## src/design/exec_pkg.sv

```systemverilog
package exec_pkg;

  // ----------------------------------------
  // operation selector from decode
  // ----------------------------------------
  typedef enum logic [3:0] {
    op_none = 4'h0,
    logical_shift_left_op = 4'h1,
    logical_shift_right_op = 4'h2,
    register_move_op = 4'h3,
    indirect_load_op = 4'h4,
    indirect_offset_op = 4'h5,
    bank_literal_op = 4'h6,
    page_literal_op = 4'h7,
    accumulator_literal_op = 4'h8,
    accumulator_store_op = 4'h9
  } op_t;

  // ----------------------------------------
  // pointer update codes
  // ----------------------------------------
  typedef enum logic [1:0] {
    upd_pre_inc = 2'h0,
    upd_pre_dec = 2'h1,
    upd_post_inc = 2'h2,
    upd_post_dec = 2'h3
  } pointer_update_code_t;

  // ----------------------------------------
  // widths, reset values, addresses
  // ----------------------------------------
  localparam int unsigned data_w = 8;
  localparam int unsigned file_addr_w = 7;
  localparam int unsigned ptr_w = 16;
  localparam int unsigned bank_w = 5;
  localparam int unsigned page_w = 7;
  localparam int unsigned offset_w = 6;
  localparam logic [6:0] indirect_target0_addr = 7'h00;
  localparam logic [6:0] indirect_target1_addr = 7'h01;
  localparam logic [7:0] acc_reset = 8'h00;
  localparam logic [15:0] ptr_reset = 16'h0000;
  localparam logic [4:0] bank_reset = 5'h00;
  localparam logic [6:0] page_reset = 7'h00;
  localparam logic [7:0] data_zero = 8'h00;

  // ----------------------------------------
  // decoded instruction bundle
  // ----------------------------------------
  typedef struct packed {
    op_t op;                          // operation
    logic [6:0] file_addr;            // register operand f
    logic dest;                       // 0 accumulator, 1 register
    logic ptr_sel;                    // which indirect pointer
    pointer_update_code_t upd;        // pointer update code
    logic [7:0] literal;              // literal / signed offset in [5:0]
  } instr_t;

  // ----------------------------------------
  // data register file access
  // ----------------------------------------
  typedef struct packed {
    logic rd_en;
    logic wr_en;
    logic [15:0] addr;
    logic [7:0] wdata;
  } mem_req_t;

  // ----------------------------------------
  // core flags
  // ----------------------------------------
  typedef struct packed {
    logic carry;
    logic zero;
  } flags_t;

endpackage

```

## src/design/pointer_unit.sv

```systemverilog
`timescale 1ns/1ps
`default_nettype none
// effective address and pointer update for indirect loads
module pointer_unit (
  input wire logic [15:0] ptr,
  input wire exec_pkg::pointer_update_code_t upd,
  input wire logic offset_mode,
  input wire logic [5:0] offset,
  output logic [15:0] eff_addr,
  output logic [15:0] ptr_next
);

  logic [15:0] inc; // wraps at ffff
  logic [15:0] dec; // wraps at 0000
  logic [15:0] sext; // signed offset widened

  // ----------------------------------------
  // 16-bit arithmetic, carry out dropped on purpose
  // ----------------------------------------
  always_comb
  begin
    inc = 16'(ptr + 16'h0001);
    dec = 16'(ptr - 16'h0001);
    sext = {{10{offset[5]}}, offset};
    if (offset_mode)
    begin
      eff_addr = 16'(ptr + sext);
      ptr_next = ptr;
    end
    else
    begin
      unique case (upd)
        exec_pkg::upd_pre_inc:
        begin
          eff_addr = inc;
          ptr_next = inc;
        end
        exec_pkg::upd_pre_dec:
        begin
          eff_addr = dec;
          ptr_next = dec;
        end
        exec_pkg::upd_post_inc:
        begin
          eff_addr = ptr;
          ptr_next = inc;
        end
        exec_pkg::upd_post_dec:
        begin
          eff_addr = ptr;
          ptr_next = dec;
        end
      endcase
    end
  end

endmodule // pointer_unit
`default_nettype wire

```

## src/design/shift_move_instruction_exec.sv

```systemverilog
// Function
// - left shift: bit7 to carry, zero in
// - right shift: bit0 to carry, zero in
// - shift result to accumulator or register
// - move copies register to accumulator or itself
// - move updates zero flag
// - indirect load with four pointer update codes
// - offset load: pointer plus signed offset, unchanged
// - indirect target redirects through its pointer
// - 16-bit pointers wrap at both ends
// - bank literal load, five bits, flags kept
// - page literal load, seven bits, flags kept
// - accumulator literal load, one cycle, flags kept
// - accumulator store to register, flags kept
//
// The plain strobed port and the address map were left to the implementer.
`timescale 1ns/1ps
`default_nettype none
module shift_move_instruction_exec (
  input wire logic sys_clk,
  input wire logic rst_n,
  input wire exec_pkg::instr_t instr,
  input wire logic instr_valid,
  input wire logic [7:0] mem_rdata,
  input wire logic ptr_wr_en,
  input wire logic ptr_wr_sel,
  input wire logic [15:0] ptr_wr_data,
  output exec_pkg::mem_req_t mem_req,
  output exec_pkg::flags_t flags,
  output logic [7:0] accumulator,
  output logic [4:0] bank_select_reg,
  output logic [6:0] program_counter_high_latch,
  output logic [15:0] indirect_pointer0,
  output logic [15:0] indirect_pointer1,
  output logic busy
);

  // ----------------------------------------
  // state
  // ----------------------------------------
  // two phases: request a read, then use the returned data
  typedef enum logic [0:0] {
    st_idle = 1'b0,
    st_exec = 1'b1
  } state_t;

  state_t state_q; // phase of a read-modify instruction
  exec_pkg::instr_t held_q; // instruction under execution
  logic [15:0] addr_q; // resolved data address of held operand
  logic [7:0] acc_q; // accumulator
  logic carry_q; // carry flag
  logic zero_q; // zero flag
  logic [4:0] bank_q; // bank select
  logic [6:0] page_q; // program counter high latch
  logic [15:0] ptr_q [2]; // indirect pointers
  exec_pkg::mem_req_t req_q; // registered memory request

  // ----------------------------------------
  // helpers
  // ----------------------------------------
  // zero test shared by every flag-updating path
  function automatic logic is_zero(input logic [7:0] v);
    is_zero = (v == exec_pkg::data_zero);
  endfunction

  // resolve a file address, redirecting indirect targets
  function automatic logic [15:0] resolve(input logic [6:0] f, input logic [15:0] p0,
                                          input logic [15:0] p1);
    if (f == exec_pkg::indirect_target0_addr)
      resolve = p0;
    else if (f == exec_pkg::indirect_target1_addr)
      resolve = p1;
    else
      resolve = {9'h000, f};
  endfunction

  // ----------------------------------------
  // datapath helpers
  // ----------------------------------------
  logic [7:0] shift_res; // shifter result
  logic shift_c; // shifter carry
  logic [15:0] eff_addr; // indirect effective address
  logic [15:0] ptr_next; // updated pointer
  logic [15:0] sel_ptr; // pointer chosen by the new instruction
  logic start; // a new instruction accepted this cycle
  logic needs_read; // instruction reads the register file first

  shift_unit u_shift (
    .operand(mem_rdata),
    .right(held_q.op == exec_pkg::logical_shift_right_op),
    .result(shift_res),
    .carry_out(shift_c)
  );

  pointer_unit u_ptr (
    .ptr(sel_ptr),
    .upd(instr.upd),
    .offset_mode(instr.op == exec_pkg::indirect_offset_op),
    .offset(instr.literal[5:0]),
    .eff_addr(eff_addr),
    .ptr_next(ptr_next)
  );

  always_comb
  begin
    sel_ptr = instr.ptr_sel ? ptr_q[1] : ptr_q[0];
    start = instr_valid && (state_q == st_idle);
    unique case (instr.op)
      exec_pkg::logical_shift_left_op,
      exec_pkg::logical_shift_right_op,
      exec_pkg::register_move_op,
      exec_pkg::indirect_load_op,
      exec_pkg::indirect_offset_op: needs_read = 1'b1;
      default: needs_read = 1'b0;
    endcase
  end

  // ----------------------------------------
  // sequencing
  // ----------------------------------------
  // read data arrives in the cycle the registered read strobe stands, so one stall cycle
  always_ff @(posedge sys_clk or negedge rst_n)
  begin
    if (!rst_n)
      state_q <= st_idle;
    else if (start && needs_read)
      state_q <= st_exec;
    else
      state_q <= st_idle;
  end

  // capture instruction and its address
  always_ff @(posedge sys_clk or negedge rst_n)
  begin
    if (!rst_n)
    begin
      held_q <= '0;
      addr_q <= exec_pkg::ptr_reset;
    end
    else if (start)
    begin
      held_q <= instr;
      if (instr.op == exec_pkg::indirect_load_op || instr.op == exec_pkg::indirect_offset_op)
        addr_q <= eff_addr;
      else
        addr_q <= resolve(instr.file_addr, ptr_q[0], ptr_q[1]);
    end
  end

  // ----------------------------------------
  // register file requests
  // ----------------------------------------
  always_ff @(posedge sys_clk or negedge rst_n)
  begin
    if (!rst_n)
      req_q <= '0;
    else
    begin
      req_q <= '0;
      if (start && needs_read)
      begin
        // read operand
        req_q.rd_en <= 1'b1;
        if (instr.op == exec_pkg::indirect_load_op || instr.op == exec_pkg::indirect_offset_op)
          req_q.addr <= eff_addr;
        else
          req_q.addr <= resolve(instr.file_addr, ptr_q[0], ptr_q[1]);
      end
      else if (start && instr.op == exec_pkg::accumulator_store_op)
      begin
        req_q.wr_en <= 1'b1;
        req_q.addr <= resolve(instr.file_addr, ptr_q[0], ptr_q[1]);
        req_q.wdata <= acc_q;
      end
      else if (state_q == st_exec && held_q.dest)
      begin
        // write back into the addressed register
        if (held_q.op == exec_pkg::logical_shift_left_op ||
            held_q.op == exec_pkg::logical_shift_right_op)
        begin
          req_q.wr_en <= 1'b1;
          req_q.addr <= addr_q;
          req_q.wdata <= shift_res;
        end
        else if (held_q.op == exec_pkg::register_move_op)
        begin
          req_q.wr_en <= 1'b1;
          req_q.addr <= addr_q;
          req_q.wdata <= mem_rdata;
        end
      end
    end
  end

  // ----------------------------------------
  // accumulator
  // ----------------------------------------
  always_ff @(posedge sys_clk or negedge rst_n)
  begin
    if (!rst_n)
      acc_q <= exec_pkg::acc_reset;
    else if (start && instr.op == exec_pkg::accumulator_literal_op)
      acc_q <= instr.literal;
    else if (state_q == st_exec)
    begin
      unique case (held_q.op)
        exec_pkg::logical_shift_left_op,
        exec_pkg::logical_shift_right_op:
          if (!held_q.dest)
            acc_q <= shift_res;
        exec_pkg::register_move_op:
          if (!held_q.dest)
            acc_q <= mem_rdata;
        exec_pkg::indirect_load_op,
        exec_pkg::indirect_offset_op:
          acc_q <= mem_rdata;
        default: ;
      endcase
    end
  end

  // ----------------------------------------
  // status flags
  // ----------------------------------------
  // literal loads and stores never reach here, so flags hold
  always_ff @(posedge sys_clk or negedge rst_n)
  begin
    if (!rst_n)
    begin
      carry_q <= 1'b0;
      zero_q <= 1'b0;
    end
    else if (state_q == st_exec)
    begin
      unique case (held_q.op)
        exec_pkg::logical_shift_left_op,
        exec_pkg::logical_shift_right_op:
        begin
          carry_q <= shift_c;
          zero_q <= is_zero(shift_res);
        end
        exec_pkg::register_move_op,
        exec_pkg::indirect_load_op,
        exec_pkg::indirect_offset_op:
          zero_q <= is_zero(mem_rdata);
        default: ;
      endcase
    end
  end

  // ----------------------------------------
  // bank and page latches
  // ----------------------------------------
  always_ff @(posedge sys_clk or negedge rst_n)
  begin
    if (!rst_n)
    begin
      bank_q <= exec_pkg::bank_reset;
      page_q <= exec_pkg::page_reset;
    end
    else if (start)
    begin
      if (instr.op == exec_pkg::bank_literal_op)
        bank_q <= instr.literal[4:0];
      if (instr.op == exec_pkg::page_literal_op)
        page_q <= instr.literal[6:0];
    end
  end

  // ----------------------------------------
  // indirect pointers
  // ----------------------------------------
  // an external pointer write loses to an instruction update
  always_ff @(posedge sys_clk or negedge rst_n)
  begin
    if (!rst_n)
    begin
      ptr_q[0] <= exec_pkg::ptr_reset;
      ptr_q[1] <= exec_pkg::ptr_reset;
    end
    else if (start && instr.op == exec_pkg::indirect_load_op)
      ptr_q[instr.ptr_sel] <= ptr_next;
    else if (ptr_wr_en)
      ptr_q[ptr_wr_sel] <= ptr_wr_data;
  end

  // ----------------------------------------
  // outputs, all from flip-flops
  // ----------------------------------------
  assign mem_req = req_q;
  assign flags = '{carry: carry_q, zero: zero_q};
  assign accumulator = acc_q;
  assign bank_select_reg = bank_q;
  assign program_counter_high_latch = page_q;
  assign indirect_pointer0 = ptr_q[0];
  assign indirect_pointer1 = ptr_q[1];
  assign busy = state_q;

endmodule // shift_move_instruction_exec
`default_nettype wire

```

## src/design/shift_unit.sv

```systemverilog
`timescale 1ns/1ps
`default_nettype none
// combinational shifter for both logical shifts
module shift_unit (
  input wire logic [7:0] operand,
  input wire logic right,
  output logic [7:0] result,
  output logic carry_out
);

  // ----------------------------------------
  // shift through carry, zero inserted
  // ----------------------------------------
  always_comb
  begin
    if (right)
    begin
      result = {1'b0, operand[7:1]};
      carry_out = operand[0];
    end
    else
    begin
      result = {operand[6:0], 1'b0};
      carry_out = operand[7];
    end
  end

endmodule // shift_unit
`default_nettype wire

```

## config.mk

```make
export PLATFORM = sky130hd
export DESIGN_NAME = shift_move_instruction_exec
export DESIGN_NICKNAME = d
export VERILOG_FILES = /design/src/design/exec_pkg.sv /design/src/design/pointer_unit.sv /design/src/design/shift_move_instruction_exec.sv /design/src/design/shift_unit.sv
export SDC_FILE = /design/constraint.sdc
export NUM_CORES = 1
export LEC_CHECK = 0
export ABC_AREA = 1
export ABC_CLOCK_PERIOD_IN_PS = 3400
export CORE_UTILIZATION = 56
export DETAILED_ROUTE_END_ITERATION = 7
export DONT_BUFFER_PORTS = 1
export HOLD_SLACK_MARGIN = 0.12
export PLACE_DENSITY = 0.74
export SLEW_MARGIN = 0
export SYNTH_ARGS = -nofsm -noshare
export SYNTH_HDL_FRONTEND = slang
export SYNTH_SLANG_ARGS = --single-unit
export TNS_END_PERCENT = 100
```

## constraint.sdc

```tcl
create_clock -name sys_clk -period 3.4 [get_ports sys_clk]
set_input_delay 0.85 -clock sys_clk [delete_from_list [all_inputs] [get_ports sys_clk]]
set_output_delay 0.85 -clock sys_clk [all_outputs]
set_load 0.005 [all_outputs]
```

==> flow_summary.yaml <==
route:
  wl_um: 26200
  antenna_left: 0
  wire_per_inst_um: 19.1
  first_iter_violations: 1047
  first_pass_iters: 6
  drc_errors: 0
  num_vias: 8335
  viasPerCell: 6.09
flow_run:
  cap_violations: 0
sta:
  worstMarginPinSlew_ns: 0.891
  tns_ns: 0
  period_share_pct: 82.9
  finalClockSkew_ns: 0.00751
  setup_viol: 0
  period_minus_slack_ns: 2.82
  rsz0062_at_grt: "false"
  relSlewSlack_pct: 40.4
  hold_ws_ns: 0.186
  fmax_mhz: 355
  hold_viol_final: 0
  drv_slew: 0
synthesis:
  synth_largest_area_cell: "dfrtp_1"
  synth_mux_area_share_pct: 0
  synth_top_family_by_area: "simple AND/OR/NAND/NOR gates"
  synth_enable_flop_cells: 0
  synth_top_area_share_pct: 32.0
  yosysWarningCount: 0
  synth_nets: 1268
  synthFlopType: "dfrtp_1"
  synth-seq-area-share_pct: 32.0
  synth_area_sq_um: 7900
  ys_top_cells_by_area: "dfrtp_1 32%, nand2_1 17%, nand3_1 9.8%"
  synth.most_common_cell: "nand2_1"
  synth_seq_cells: 101
  synthAdderAreaFrac_pct: 2.95
  synthXorXnorAreaFrac_pct: 1.44
  async_reset_ff_share_pct: 100
  synth.avg_cell_area_sq_um: 6.59
  synth_cell_types: 46
  synth_compound_area_share_pct: 16.5
  synthesis.instances: 1198
  yosys.area_share.simple_pct: 38.1
  yosys-top-cells-count: "357 x nand2_1, 155 x nand3_1, 114 x inv_1"
cts:
  cts_hold_buf: 0
  worstSkewPairLatency_ns: 0.36
  clockRootBuffer: "clkbuf_16"
  cts_max_level: 3
  cts_sinks: 101
  cts_buffers: 9
  max-clock-path-buffers: 2
  cts_resized: 0
  cts_setup_buffers: 0
  path_clk_slew_ns: 0.07
  cts_tree: "yes"
final_layout:
  finalNetCount: 1254
  drive_gt1_share_pct: 8.58
  largest_register_ff_count: 26
  syn2layout_area_growth_pct: 5.97
  antenna_cells: 0
worst_setup_path:
  timing.critical_path.to_type: "flop"
  worstReg2RegStart: "indirect_pointer1[2]"
  arrival_ns: 3.11
  cp-startpoint: "instr[10]"
  rrSetupSlack_ns: 0.70
  worstPathMaxFanout: 30
  r2r.worst_path.cells: 15
  start_kind: "primary input"
  cp.required_ns: 3.69
  criticalPathCategory: "in2reg"
  r2r_end: "mem_req[21]"
run_status:
  status: "completed"
placed_design:
  portBuffers: 0
  gp_congestion: 1.03
  dp_hpwl_um: 19800
grt:
  grt_max_degree: 102
  grt.total_usage_pct: 36.8
  antenna_found_initial: 0
  grt_pass1_vias: 7595
  grt_first_pass_wirelength_um: 41400
  grt_overflow: 0
die:
  coreArea_sq_um: 13800
  die_w_um: 121
  die_area_sq_um: 14600
  die_y_um: 121
  start_util_pct: 57.1
  rows: 43
  pin_count: 133
power:
  cellLeakagePower_nw: 4.16
  peakVddDrop_v: 0.000337
  powerDensity_nw_per_um2: 462
worst_hold_path:
  hold_class: "in2async"
[worst max path at each step]
stage | to | depth (start not counted) | slack, ns
floorplan | mem_req[22] | 18 | 0.64
global placement | mem_req[17] | 16 | 0.26
detailed placement | mem_req[21] | 17 | 0.27
CTS | mem_req[21] | 17 | 0.63
global route | mem_req[21] | 17 | 0.39
finish | mem_req[21] | 17 | 0.58
[layout by cell type (no fill, tap or decap), types with 6 or more instances in the layout]
cell type,count
nor2_1,82
buf_4,20
xor2_1,11
o221ai_1,11
o21ai_0,65
clkbuf_16,9
nor2_2,11
inv_1,114
nand3_1,155
a22oi_1,18
nand2_4,7
nand2_1,357
nand2_2,23
o211ai_1,20
dfrtp_1,101
a21oi_1,76
o22ai_1,9
nand4_1,15
nor3_1,9
nor2_4,6
o21bai_1,7
inv_2,11
ha_1,17
[worst max-delay path, cell delays in order]
cell,delay [ns]
inv_2,0.04
buf_12,0.16
nand2_4,0.08
nand2_4,0.08
ha_1,0.39
a21oi_1,0.13
nand2_1,0.18
inv_1,0.05
o21ai_0,0.34
nand3_1,0.18
nand2_1,0.10
nand2_1,0.05
nand2_1,0.07
nand2_1,0.06
nand2_1,0.15
nand3_1,0.09
nand2_1,0.10
[routing by layer]
| layer | share of wire [%] | GRT usage [%] |
|---|---|---|
| met1 | 41 | 49.0 |
| met2 | 44 | 56.9 |
| met3 | 9.6 | 8.07 |
| met4 | 4.6 | 16.7 |
| met5 | 0 | 0 |
[stage by stage]
| stage | util [%] | worst slack, ns | area [sq um] | std cells | power [mW] |
|---|---|---|---|---|---|
| floorplan | - | 0.636 | 7900 | 1198 | 2.41 |
| global placement | 58.2 | 0.255 | 8040 | 1353 | 2.70 |
| detailed placement | 58.2 | 0.272 | 8040 | 1353 | 2.72 |
| CTS | 60.5 | 0.625 | 8370 | 1369 | 3.85 |
| global route | 60.5 | 0.390 | 8370 | 1369 | 4.08 |
| finish | 60.5 | 0.582 | 8370 | 1369 | 3.87 |
[power breakdown]
| part | internal (mW) | leakage (nW) | switching [mW] | total (mW) |
|---|---|---|---|---|
| combinational | 0.378 | 2.72 | 0.785 | 1.16 |
| clock | 0.654 | 0.159 | 0.484 | 1.14 |
| sequential | 1.38 | 1.28 | 0.191 | 1.57 |
| total | 2.41 | 4.16 | 1.46 | 3.87 |
[cell families (layout without fill, tap and decap cells)]
| group | Yosys count | count (layout) |
|---|---|---|
| buffers and inverters | 171 | 162 |
| AO/OA/AOI/OAI | 220 | 220 |
| XOR/XNOR | 13 | 13 |
| AND/OR/NAND/NOR | 675 | 675 |
| flip-flops | 101 | 101 |
| adder cells (fa/ha/maj) | 18 | 18 |
[area by class of cell]
cell class / count / area [sq um]
sequential: 101 / 2530
timing repair buffer: 21 / 170
multi-input combinational: 926 / 4650
fill: 1324 / 5460
clock inverter: 6 / 93.8
tap: 180 / 225
clock buffer: 10 / 229
inverter: 125 / 469
No activity file was read; power rests on OpenSTA's default activity.
